==> config.mk <==
export PLATFORM = sky130hd
export DESIGN_NAME = auto_serial_buffer_transmit
export DESIGN_NICKNAME = d
export VERILOG_FILES = /design/src/auto_serial_pkg.sv /design/src/auto_serial_buffer_transmit.sv /design/src/xfer_fifo.sv
export SDC_FILE = /design/constraint.sdc
export NUM_CORES = 1
export LEC_CHECK = 0
export BUFFER_PORTS_ARGS = -buffer_cell sky130_fd_sc_hd__buf_2
export CAP_MARGIN = 30
export CORE_MARGIN = 2
export CORE_UTILIZATION = 30
export DETAILED_ROUTE_END_ITERATION = 8
export HOLD_SLACK_MARGIN = 0.06
export PLACE_DENSITY = 0.45
export SLEW_MARGIN = 20
export SYNTH_ARGS = -nofsm -noshare
export SYNTH_HDL_FRONTEND = slang
export SYNTH_HIERARCHICAL = 1
export SYNTH_SLANG_ARGS = --single-unit
export TNS_END_PERCENT = 100
==> constraint.sdc <==
create_clock -name clk -period 3.59 [get_ports clk]
set_input_delay 0.359 -clock clk [delete_from_list [all_inputs] [get_ports clk]]
set_output_delay 0.359 -clock clk [all_outputs]
set_load 0.01 [all_outputs]
==> src/auto_serial_pkg.sv <==
// Purpose: shared constants and types for the automatic serial transmit block
// Assumes: 8-bit cpu data path, 16-bit cpu addresses
// Notes: only the end pointer address is fixed by the device; other offsets are local picks
package auto_serial_pkg;

  // cpu register addresses
  localparam logic [15:0] OFS_END_PTR = 16'hff94;
  localparam logic [15:0] OFS_MODE = 16'hff90;
  localparam logic [15:0] OFS_STATUS = 16'hff91;
  localparam logic [15:0] OFS_TRIG = 16'hff92;
  localparam logic [15:0] OFS_INTERVAL = 16'hff95;
  localparam logic [15:0] OFS_PORT = 16'hff96;

  // buffer ram window
  localparam logic [15:0] RAM_BASE = 16'hfa00;
  localparam int RAM_DEPTH = 32;
  localparam int RAM_AW = 5;

  // mode, trigger, status and port register bits
  localparam int MODE_UNIT_EN_BIT = 7;
  localparam int MODE_AUTO_EN_BIT = 6;
  localparam int MODE_REPEAT_BIT = 5;
  localparam int MODE_TX_EN_BIT = 3;
  localparam int TRIG_START_BIT = 0;
  localparam int STAT_BUSY_BIT = 0;
  localparam int STAT_IRQ_BIT = 1;
  localparam int PORT_OUT_BIT = 0;
  localparam int PORT_OE_BIT = 1;
  localparam int PORT_IN_BIT = 2;

  // reset values
  localparam logic [7:0] END_PTR_RST = 8'h00;
  localparam logic [7:0] MODE_RST = 8'h00;
  localparam logic [7:0] INTERVAL_RST = 8'h00;
  localparam logic [1:0] PORT_RST = 2'h0;

  // counts
  localparam logic [2:0] LAST_BIT = 3'h7;
  localparam int FIFO_DEPTH = 16;

  // shifter states, gray along idle-load-shift-gap
  typedef enum logic [1:0] {
    ST_IDLE = 2'b00,
    ST_LOAD = 2'b01,
    ST_SHIFT = 2'b11,
    ST_GAP = 2'b10
  } shift_state_e;

  // one buffered byte and its end marker
  typedef struct packed {
    logic last;
    logic [7:0] data;
  } xfer_word_s;

  localparam int WORD_W = $bits(xfer_word_s);

endpackage : auto_serial_pkg

==> src/auto_serial_buffer_transmit.sv <==
// Purpose: automatic buffered serial transmit unit with cpu register port
// Assumes: serial clock comes from the partner, idle high, sampled by clk
// Notes: msb first, data changes after falling edge, partner samples on rising edge
`timescale 1ns/10ps

// Functional notes
// - eight-bit end pointer register selects last buffer byte sent.
// - end pointer range 00h to 1fh over a 32-byte buffer.
// - transfer starts at fa00h and runs up to end pointer inclusive.
// - repeat select set makes the transfer wrap to the base forever.
// - start bit with unit, auto and transmit enables set starts sending.
// - bytes leave the shifter one bit at a time, eight bits per byte.
// - final byte shifted out sets the completion flag.
// - busy status bit shows whether automatic sending still runs.
// - data input pin stays a plain port pin when unused.
// - a gap follows each byte except the final byte of a single transfer, while the next byte is fetched.
// - gap length comes from the interval register.
// - cpu buffer access during a fetch may stretch the gap.
// - cpu writes to the buffer may see a wait state.
module auto_serial_buffer_transmit
  import auto_serial_pkg::*;
(
  input wire logic clk,
  input wire logic rstn,
  input wire logic [15:0] cpu_addr,
  input wire logic cpu_wr,
  input wire logic cpu_rd,
  input wire logic [7:0] cpu_wdata,
  output logic [7:0] cpu_rdata_q,
  output logic cpu_wait_q,
  input wire logic irq_flag_clr,
  output logic auto_xfer_irq_flag_q,
  input wire logic sck_in,
  output logic sdo_q,
  output logic sdo_oe_q,
  input wire logic data_pin_i,
  output logic data_pin_o_q,
  output logic data_pin_oe_q
);

  logic [7:0] mode_q;
  logic [4:0] end_ptr_q;
  logic [7:0] interval_q;
  logic [1:0] port_q;
  logic in_prog_q;
  logic [7:0] ram [RAM_DEPTH];
  logic [4:0] idx_q;
  logic fetch_on_q;
  shift_state_e state_q;
  shift_state_e state_d;
  logic [7:0] shreg_q;
  logic [2:0] bit_cnt_q;
  logic rose_q;
  logic last_q;
  logic [7:0] gap_cnt_q;
  logic sck_s1_q, sck_s2_q, sck_s3_q;
  logic pin_s1_q, pin_s2_q;
  logic fifo_in_ready;
  logic fifo_out_valid;
  logic [WORD_W-1:0] fifo_out_raw;
  logic [7:0] rd_val;

  // address decode
  wire logic hit_end = cpu_addr == OFS_END_PTR;
  wire logic hit_mode = cpu_addr == OFS_MODE;
  wire logic hit_stat = cpu_addr == OFS_STATUS;
  wire logic hit_trig = cpu_addr == OFS_TRIG;
  wire logic hit_intv = cpu_addr == OFS_INTERVAL;
  wire logic hit_port = cpu_addr == OFS_PORT;
  wire logic hit_ram = cpu_addr[15:RAM_AW] == RAM_BASE[15:RAM_AW];
  wire logic cpu_ram_acc = hit_ram & (cpu_wr | cpu_rd);

  // mode fields
  wire logic unit_en = mode_q[MODE_UNIT_EN_BIT];
  wire logic auto_xfer_enable = mode_q[MODE_AUTO_EN_BIT];
  wire logic repeat_xfer_select = mode_q[MODE_REPEAT_BIT];
  wire logic tx_en = mode_q[MODE_TX_EN_BIT];
  wire logic all_en = unit_en & auto_xfer_enable & tx_en;

  // start on trigger with all enables
  wire logic start_req = cpu_wr & hit_trig & cpu_wdata[TRIG_START_BIT] & all_en
    & !in_prog_q & (state_q == ST_IDLE);
  wire logic abort = in_prog_q & !all_en;

  // serial clock edges, first stage read only by second
  wire logic sck_rise = sck_s2_q & !sck_s3_q;
  wire logic sck_fall = !sck_s2_q & sck_s3_q;

  // eighth rising edge finishes the byte
  wire logic byte_done = (state_q == ST_SHIFT) & sck_rise & (bit_cnt_q == LAST_BIT);
  wire logic last_done = byte_done & last_q;

  // fetch yields to any cpu buffer access
  wire logic fetch_go = fetch_on_q & fifo_in_ready & !cpu_ram_acc;
  // end compare on the address counter
  wire logic fetch_end = idx_q == end_ptr_q;

  wire xfer_word_s fetch_word = '{last: fetch_end, data: ram[idx_q]};
  wire xfer_word_s head_word = xfer_word_s'(fifo_out_raw);
  wire logic pop = (state_q == ST_LOAD) & fifo_out_valid & !abort;

  // prefetch buffer between ram and shifter
  xfer_fifo #(
    .W(WORD_W),
    .DEPTH(FIFO_DEPTH)
  ) u_fifo (
    .clk(clk),
    .rstn(rstn),
    .flush(start_req | abort),
    .in_valid(fetch_go),
    .in_ready(fifo_in_ready),
    .in_data(fetch_word),
    .out_valid(fifo_out_valid),
    .out_ready(pop),
    .out_data(fifo_out_raw)
  );

  // input synchronisers
  always_ff @(posedge clk or negedge rstn) begin
    if (!rstn) begin
      sck_s1_q <= 1'b1;
      sck_s2_q <= 1'b1;
      sck_s3_q <= 1'b1;
      pin_s1_q <= 1'b0;
      pin_s2_q <= 1'b0;
    end else begin
      sck_s1_q <= sck_in;
      sck_s2_q <= sck_s1_q;
      sck_s3_q <= sck_s2_q;
      pin_s1_q <= data_pin_i;
      pin_s2_q <= pin_s1_q;
    end
  end

  // register writes
  always_ff @(posedge clk or negedge rstn) begin
    if (!rstn) begin
      mode_q <= MODE_RST;
      end_ptr_q <= END_PTR_RST[4:0];
      interval_q <= INTERVAL_RST;
      port_q <= PORT_RST;
    end else if (cpu_wr) begin
      if (hit_mode) mode_q <= cpu_wdata;
      // end pointer kept in low five bits
      if (hit_end) end_ptr_q <= cpu_wdata[4:0];
      if (hit_intv) interval_q <= cpu_wdata;
      if (hit_port) port_q <= cpu_wdata[1:0];
    end
  end

  // buffer ram, cpu side write
  always_ff @(posedge clk) begin
    if (cpu_wr & hit_ram) ram[cpu_addr[RAM_AW-1:0]] <= cpu_wdata;
  end

  // read mux
  always_comb begin
    rd_val = 8'h00;
    if (hit_mode) rd_val = mode_q;
    if (hit_end) rd_val = {3'h0, end_ptr_q};
    if (hit_intv) rd_val = interval_q;
    if (hit_stat) rd_val = {6'h00, auto_xfer_irq_flag_q, in_prog_q};
    if (hit_port) rd_val = {5'h00, pin_s2_q, port_q};
    if (hit_ram) rd_val = ram[cpu_addr[RAM_AW-1:0]];
  end

  // read data and wait strobe
  always_ff @(posedge clk or negedge rstn) begin
    if (!rstn) begin
      cpu_rdata_q <= 8'h00;
      cpu_wait_q <= 1'b0;
    end else begin
      if (cpu_rd) cpu_rdata_q <= rd_val;
      // wait when a buffer write collides with a pending fetch
      cpu_wait_q <= cpu_wr & hit_ram & fetch_on_q & fifo_in_ready;
    end
  end

  // busy status and completion flag, set wins over clear
  always_ff @(posedge clk or negedge rstn) begin
    if (!rstn) begin
      in_prog_q <= 1'b0;
      auto_xfer_irq_flag_q <= 1'b0;
    end else begin
      if (start_req) in_prog_q <= 1'b1;
      else if (abort) in_prog_q <= 1'b0;
      // single mode ends after the final byte
      else if (last_done & !repeat_xfer_select) in_prog_q <= 1'b0;
      auto_xfer_irq_flag_q <= last_done | (auto_xfer_irq_flag_q & !irq_flag_clr);
    end
  end

  // address counter from base through end pointer
  always_ff @(posedge clk or negedge rstn) begin
    if (!rstn) begin
      idx_q <= 5'h00;
      fetch_on_q <= 1'b0;
    end else if (start_req) begin
      idx_q <= 5'h00;
      fetch_on_q <= 1'b1;
    end else if (abort) begin
      fetch_on_q <= 1'b0;
    end else if (fetch_go) begin
      // wrap to base in repeat mode
      idx_q <= fetch_end ? 5'h00 : idx_q + 5'h01;
      if (fetch_end & !repeat_xfer_select) fetch_on_q <= 1'b0;
    end
  end

  // shifter next state
  always_comb begin
    state_d = state_q;
    case (state_q)
      ST_IDLE: if (start_req) state_d = ST_LOAD;
      ST_LOAD: if (pop) state_d = ST_SHIFT;
      ST_SHIFT: if (byte_done) state_d = (last_q & !repeat_xfer_select) ? ST_IDLE : ST_GAP;
      // gap lasts interval plus one cycle
      ST_GAP: if (gap_cnt_q == interval_q) state_d = ST_LOAD;
      default: state_d = ST_IDLE;
    endcase
    if (abort) state_d = ST_IDLE;
  end

  // shifter, gap counter and serial output
  always_ff @(posedge clk or negedge rstn) begin
    if (!rstn) begin
      state_q <= ST_IDLE;
      shreg_q <= 8'h00;
      bit_cnt_q <= 3'h0;
      rose_q <= 1'b0;
      last_q <= 1'b0;
      gap_cnt_q <= 8'h00;
      sdo_q <= 1'b0;
    end else begin
      state_q <= state_d;
      gap_cnt_q <= (state_q == ST_GAP) ? gap_cnt_q + 8'h01 : 8'h00;
      if (pop) begin
        shreg_q <= head_word.data;
        sdo_q <= head_word.data[7];
        last_q <= head_word.last;
        bit_cnt_q <= 3'h0;
        rose_q <= 1'b0;
      end else if (state_q == ST_SHIFT) begin
        // count rising edges, shift on the following fall
        if (sck_rise) begin
          bit_cnt_q <= bit_cnt_q + 3'h1;
          rose_q <= 1'b1;
        end else if (sck_fall & rose_q) begin
          shreg_q <= {shreg_q[6:0], 1'b0};
          sdo_q <= shreg_q[6];
          rose_q <= 1'b0;
        end
      end
    end
  end

  // serial output enable, and data input pin as plain port
  always_ff @(posedge clk or negedge rstn) begin
    if (!rstn) begin
      sdo_oe_q <= 1'b0;
      data_pin_o_q <= 1'b0;
      data_pin_oe_q <= 1'b0;
    end else begin
      sdo_oe_q <= unit_en & tx_en;
      data_pin_o_q <= port_q[PORT_OUT_BIT];
      data_pin_oe_q <= port_q[PORT_OE_BIT];
    end
  end
endmodule : auto_serial_buffer_transmit

==> src/xfer_fifo.sv <==
// Purpose: synchronous fifo between buffer fetch and shifter
// Assumes: single clock, flush clears contents
// Notes: in_ready low when full, out_valid low when empty
`timescale 1ns/10ps
module xfer_fifo #(
  parameter int W = 9,
  parameter int DEPTH = 16
) (
  input wire logic clk,
  input wire logic rstn,
  input wire logic flush,
  input wire logic in_valid,
  output logic in_ready,
  input wire logic [W-1:0] in_data,
  output logic out_valid,
  input wire logic out_ready,
  output logic [W-1:0] out_data
);
  localparam int AW = $clog2(DEPTH);

  logic [W-1:0] mem [DEPTH];
  logic [AW:0] wr_q;
  logic [AW:0] rd_q;
  wire logic push = in_valid & in_ready;
  wire logic pop = out_valid & out_ready;

  // full when pointers differ only in the wrap bit
  assign in_ready = (wr_q ^ rd_q) != {1'b1, {AW{1'b0}}};
  assign out_valid = wr_q != rd_q;
  assign out_data = mem[rd_q[AW-1:0]];

  // pointer update
  always_ff @(posedge clk or negedge rstn) begin
    if (!rstn) begin
      wr_q <= '0;
      rd_q <= '0;
    end else if (flush) begin
      wr_q <= '0;
      rd_q <= '0;
    end else begin
      if (push) wr_q <= wr_q + (AW+1)'(1);
      if (pop) rd_q <= rd_q + (AW+1)'(1);
    end
  end

  // storage
  always_ff @(posedge clk) begin
    if (push) mem[wr_q[AW-1:0]] <= in_data;
  end

endmodule : xfer_fifo

==> results of run 1 <==
[worst min-delay path by stage]
stage	endpoint	cells after the start	from	slack (ps)
2_1_floorplan	auto_xfer_irq_flag_q$_DFF_PN0_	0	rstn	60
3_3_place_gp	pin_s2_q$_DFF_PN0_	0	pin_s1_q$_DFF_PN0_	330
3_5_place_dp	pin_s2_q$_DFF_PN0_	0	pin_s1_q$_DFF_PN0_	340
4_1_cts	port_q[1]$_DFFE_PN0P_	3	cpu_wr	140
5_1_grt	cpu_rdata_q[7]$_DFFE_PN0P_	3	cpu_rd	180
6_report	cpu_rdata_q[7]$_DFFE_PN0P_	3	cpu_rd	170
[report_power, final]
part	internal (W)	switching, W	leakage [nW]
Sequential	0.00603	0.00000486	4.65
Combinational	0.000121	0.000259	2.97
Clock	0.00361	0.00239	0.939
Total	0.00976	0.00265	8.55
[flip-flops by register name, indices dropped and copies added (netlist names), 2 cells and up]
register and cells:
mode_q 8, shreg_q 7, u_fifo/wr_q 5, port_q 2, cpu_rdata_q 8, end_ptr_q 5
u_fifo/rd_q 5, idx_q 5, u_fifo/mem 144, state_q 2, interval_q 8, ram 256
bit_cnt_q 3, gap_cnt_q 8
[Yosys cell counts (all sizes together) (3+ instances only)]
library cell | count | area [µm²]
nand4 | 6 | 37.5
o31ai | 3 | 22.5
o2111ai | 4 | 41.3
or3 | 5 | 31.3
and3 | 20 | 125
dfstp | 3 | 78.8
o211ai | 5 | 37.5
nor3 | 13 | 70.1
xor2 | 8 | 70.1
mux2i | 67 | 671
buf | 52 | 342
xnor2 | 17 | 149
mux4 | 149 | 3360
o22ai | 5 | 31.3
a21oi | 22 | 125
a221oi | 19 | 166
dfrtp | 78 | 1950
nor2b | 12 | 75.1
nor3b | 4 | 30.0
o211a | 3 | 37.5
ha | 9 | 113
nand2 | 71 | 267
o2bb2ai | 3 | 26.3
a221o | 3 | 30.0
a22oi | 24 | 180
nor4 | 4 | 46.3
nand3 | 34 | 170
or4 | 4 | 30.0
mux2 | 45 | 507
inv | 10 | 37.5
a31oi | 9 | 56.3
and2 | 7 | 43.8
clkbuf | 22 | 86.3
or2 | 3 | 18.8
nand2b | 10 | 62.6
a211o | 3 | 26.3
nor2 | 71 | 267
edfxtp | 400 | 12000
o21ai | 30 | 150
[per-layer routing]
layer	part of all wire [%]	vias up	wire length (µm)
li1	-	5441	-
met1	44	6696	28500
met2	45	399	29100
met5	0.028	-	18
met4	2.3	4	1460
met3	7.9	78	5040
[worst register-to-register path: stages, from the launching register on]
cell,delay (ps)
dfrtp_4,590
buf_12,310
mux4_2,660
mux4_2,510
mux2_2,430
[final cells by class]
type / count / area [µm²] / area share, %
Tap cell: 950 / 1190 / 4.66
Inverter: 12 / 45.0 / 0.176
Multi-Input combinational cell: 718 / 7310 / 28.6
Clock buffer: 61 / 1430 / 5.60
Sequential cell: 481 / 14100 / 55.0
Clock inverter: 40 / 534 / 2.09
Timing Repair Buffer: 130 / 971 / 3.80
[kinds of logic (layout without fill, tap and decap cells)]
logic type | after synthesis | after routing
flops | 481 | 481
simple gates | 275 | 275
mux | 261 | 261
compound gates | 148 | 148
buf+inv | 86 | 243
xor+xnor | 25 | 25
fa+ha+maj | 9 | 9
[per-stage QoR]
stage	hold slack (ps)	util, %	total power [W]	std cells
CTS	139	35.6	0.0126	2392
floorplan	63.4	-	0.00632	1285
detailed placement	339	32.8	0.00653	2287
global route	176	35.6	0.0128	2392
finish	170	35.6	0.0124	2392
global placement	334	32.8	0.00653	2286
==> reports/qor.csv, run 1 <==
metric,value,unit
status,completed,
post-synthesis sequential area ratio,64.3,%
latest clock arrival within the worst-skew pair,630,ps
Hold Buf Count CTS,4,
met3 Track Usage GR,5.00,%
slowest CP cell,mux4_2,
synth warn,6,
Core Footprint,71700,µm²
grt peak-use layer,met2,
"Cell Area, Placed",23500,µm²
# rows,98,
DRT iter0 DRCs,1028,
post_cts resized,0,
layout cells sized above 1,29.8,%
Worst setup startpoint,idx_q[0]$_DFFE_PN0P_,
crit path cell chain,buf_12 -> mux4_2 -> mux4_2 -> mux2_2,
Top Ports,45,
"critical path fanouts, max",27,
cell area after layout,25500,µm²
initial antenna violation count,4,
FILL cells,6756,
RSZ-0062 raised after global routing,false,
final period utilization,78.5,%
gr usage total,17.2,%
Post-Synth Adder-Cell Area,0.516,%
Max stage delay on crit path,640,ps
width of the die,274,µm
Final GP Congestion,0.860,
post-synthesis cell count,1285,
Slew @ Worst Pin,971,ps
PortBufs,44,
CP Launch Type,flop,
number of synthesized flops with an enable pin,400,
clock-pin slew on the worst setup and hold paths,60,ps
FF-to-FF setup slack,770,ps
CTS H-Tree Depth,2,
synthesized area,21800,µm²
NumNets Final,1438,
Worst R2R Start,idx_q[0]$_DFFE_PN0P_,
syn_area_per_cell,17.0,µm²
Post-synth ARST share,16.8,%
DR pass1 iterations,6,
postcts setup bufs,0,
TritonCTS Buffers,55,
post-synthesis simple-gate area fraction,6.29,%
min Tclk post-route,2820,ps
Synth cell types,72,
Synth Area in Compound Gates,4.92,%
CP Class,flop to flop,
Routed WL per cell,26.8,µm
XOR/XNOR Fraction of Synth Area,1.00,%
Synth Net Count,1325,
crit path capture,u_fifo/mem[5][3]$_DFFE_PP_,
routed wire length,64100,µm
Clock Skews,45.6,ps
largest net degree at the start of global routing,53,
n_diodes,0,
M1 GR Usage,23.9,%
FF-to-FF path depth,4,
Post-synth top flop,edfxtp_1,
Max Buffers Root-to-Sink,3,
vias in the first global route,12700,
Post-DRT Antenna Nets,0,
first-pass GRT wire length,92500,µm
dpl hpwl,43400,µm
VDD IR-drop max,0.000399,V
leakage,8.55,nW
CTS tree,done,
Slew Limit Fails,0,
post-layout worst setup margin,772,ps
Bufs and invs on worst path,1,
CP Depth,4,
main combinational cell family by area after synthesis,multiplexers,
initial core utilization,30.4,%
Power Density,486,nW/µm²
Relative slew margins,35.3,%
synthesis-stage register bit count,481,
Final Hold Fails,0,
"most common cell after layout, fill and taps aside",edfxtp_1,
clk sink count,481,
most frequent cells in the layout,"edfxtp_1, mux4_2, buf_4, dfrtp_1",
final setup violation count,0,
post-synthesis mux area share,20.8,%
CP required,3910,ps
vias per cell,5.28,
Via Count,12600,
M2 GR Usage,26.1,%
total grt overflow,0,
max-cap viol count,0,
Area Growth Syn to Fin,17.0,%
"delay-heaviest family, CP",multiplexers,
DP Worst Slack,488,ps
Arrival @ worst endpoint,3140,ps
CP endpoint kind,flop,
detailed-route DRC error count,0,
reg2reg end,u_fifo/mem[5][3]$_DFFE_PP_,
Die Area,74900,µm²
total negative slack,0,ps
type of the most critical hold path,primary input to flop,
fmax,355,MHz
most repeated library cell on the critical path,mux4_2,
Die Y,274,µm
CTS root buf,clkbuf_16,
Power figures use the tool's default switching activity.
==> inputs of run 2 (changes only) <==
clock period = 2.7 ns   (was 3.59 ns; I/O delays follow)
==> run 2 against run 1 <==
Flip-flop and latch count unchanged. Register-to-register slack got worse by 750 ps. Clock skew decreased by 32 ps. First-iteration DRC count increased by 12%. Clock power increased by 21%. Core utilization increased by 0.40 points. Sequential share of layout area decreased by 0.61 points. Critical endpoint is now u_fifo/mem[3][1]$_DFFE_PP_.
==> reports/qor.csv, run 2 (same netlist as run 1, synthesis figures left out) <==
metric,value,unit
detailed-route DRC error count,0,
Arrival @ worst endpoint,3030,ps
type of the most critical hold path,primary input to async pin,
routed wire length,64700,µm
total negative slack,0,ps
first-pass GRT wire length,94300,µm
most frequent cells in the layout,"edfxtp_1, mux4_2, buf_4, dfrtp_1",
DR pass1 iterations,5,
FILL cells,6780,
PortBufs,44,
"Core Util, Final",36.0,%
leakage,8.75,nW
cell total after placement,2335,
initial antenna violation count,2,
latest clock arrival within the worst-skew pair,610,ps
Slew @ Worst Pin,880,ps
initial core utilization,30.4,%
CP required,3050,ps
"Cell Area, Placed",24000,µm²
Area Growth Syn to Fin,18.3,%
Via Count,12800,
fmax,374,MHz
hold_ws,131,ps
Post-Layout Cell Count,2439,
total grt overflow,0,
Top Ports,45,
RSZ-0062 raised after global routing,false,
vias per cell,5.25,
cell area after layout,25800,µm²
largest net degree at the start of global routing,59,
final setup violation count,0,
VDD IR-drop max,0.000477,V
clk sink count,481,
layout cells sized above 1,31.4,%
Slew Limit Fails,0,
"critical path fanouts, max",16,
Routed WL per cell,26.5,µm
Core Footprint,71700,µm²
# rows,98,
Relative slew margins,41.3,%
Power Density,612,nW/µm²
Die Y,274,µm
Max Buffers Root-to-Sink,3,
vias in the first global route,13400,
CP Class,flop to flop,
Die Area,74900,µm²
max-cap viol count,0,
CP Launch Type,flop,
"most common cell after layout, fill and taps aside",edfxtp_1,
CTS H-Tree Depth,2,
TritonCTS Buffers,53,
min Tclk post-route,2680,ps
dpl hpwl,45200,µm
CTS tree,done,
Post-DRT Antenna Nets,0,
final period utilization,99.1,%
Final Hold Fails,0,
NumNets Final,1485,
width of the die,274,µm
max reg flops,256,
clock-pin slew on the worst setup and hold paths,60,ps
Final GP Congestion,0.806,
Clock Skews,13.1,ps
CP endpoint kind,flop,
DRT iter0 DRCs,1153,
CTS root buf,clkbuf_16,
gr usage total,17.4,%
status,completed,
run 2: layout make-up:
class / instances / area, µm² / share of cell area (%)
Multi-Input combinational cell: 718 / 7320 / 28.4
Clock buffer: 69 / 1420 / 5.49
Tap cell: 950 / 1190 / 4.60
Inverter: 12 / 45.0 / 0.174
Sequential cell: 481 / 14100 / 54.4
Antenna cell: 1 / 2.50 / 0.00969
Clock inverter: 29 / 313 / 1.21
Timing Repair Buffer: 179 / 1480 / 5.72
run 2: stage by stage:
step / worst slack [ps] / power (W)
after floorplan: 195 / 0.00841
after global placement: -61.4 / 0.00869
after detailed placement: -124 / 0.00868
after CTS: 5.58 / 0.0160
after global routing: 3.78 / 0.0163
final: 23.3 / 0.0158
run 2: per-layer routing:
layer	up-vias	global-route usage, %	wire length, µm
met3	110	3.32	4030
met2	408	27.7	30400
met1	6761	23.6	28000
met4	0	6.28	2200
li1	5537	-	-
met5	-	0	0
run 2: power breakdown:
| part | internal [W] | switching, W | leakage, nW |
|---|---|---|---|
| registers | 0.00802 | 0.00000638 | 4.65 |
| logic | 0.000174 | 0.000332 | 3.26 |
| clock network | 0.00421 | 0.00307 | 0.843 |
| total | 0.0124 | 0.00340 | 8.75 |
run 2: path summary, 6_finish.rpt:
check / endpoint / start / cells past startpoint / slack [ps]
max in group asynchronous: idx_q[0]$_DFFE_PN0P_ / rstn / 3 / 1920
worst max register to register: u_fifo/mem[3][1]$_DFFE_PP_ / idx_q[0]$_DFFE_PN0P_ / 6 / 20
worst min register to register: pin_s2_q$_DFF_PN0_ / pin_s1_q$_DFF_PN0_ / 0 / 350
min in group clk: cpu_rdata_q[7]$_DFFE_PN0P_ / cpu_rd / 4 / 190
worst min-delay path: sdo_q$_DFFE_PN0P_ / rstn / 2 / 130
worst max-delay path: u_fifo/mem[3][1]$_DFFE_PP_ / idx_q[0]$_DFFE_PN0P_ / 6 / 20
run 2: timing repair:
action                                  4_1_cts  5_1_grt
setup buffers                                 0        2
endpoints found under the hold margin        84        0
cloned                                        0        0
gates resized for setup                       1        2
endpoints found under the setup margin       16       48
hold buffers                                  4        0
run 2: critical path, cell delays in order, from the launching register on:
cell,delay [ps]
dfrtp_4,470
buf_12,170
buf_12,140
mux4_2,570
mux4_2,540
mux2_4,330
buf_12,160
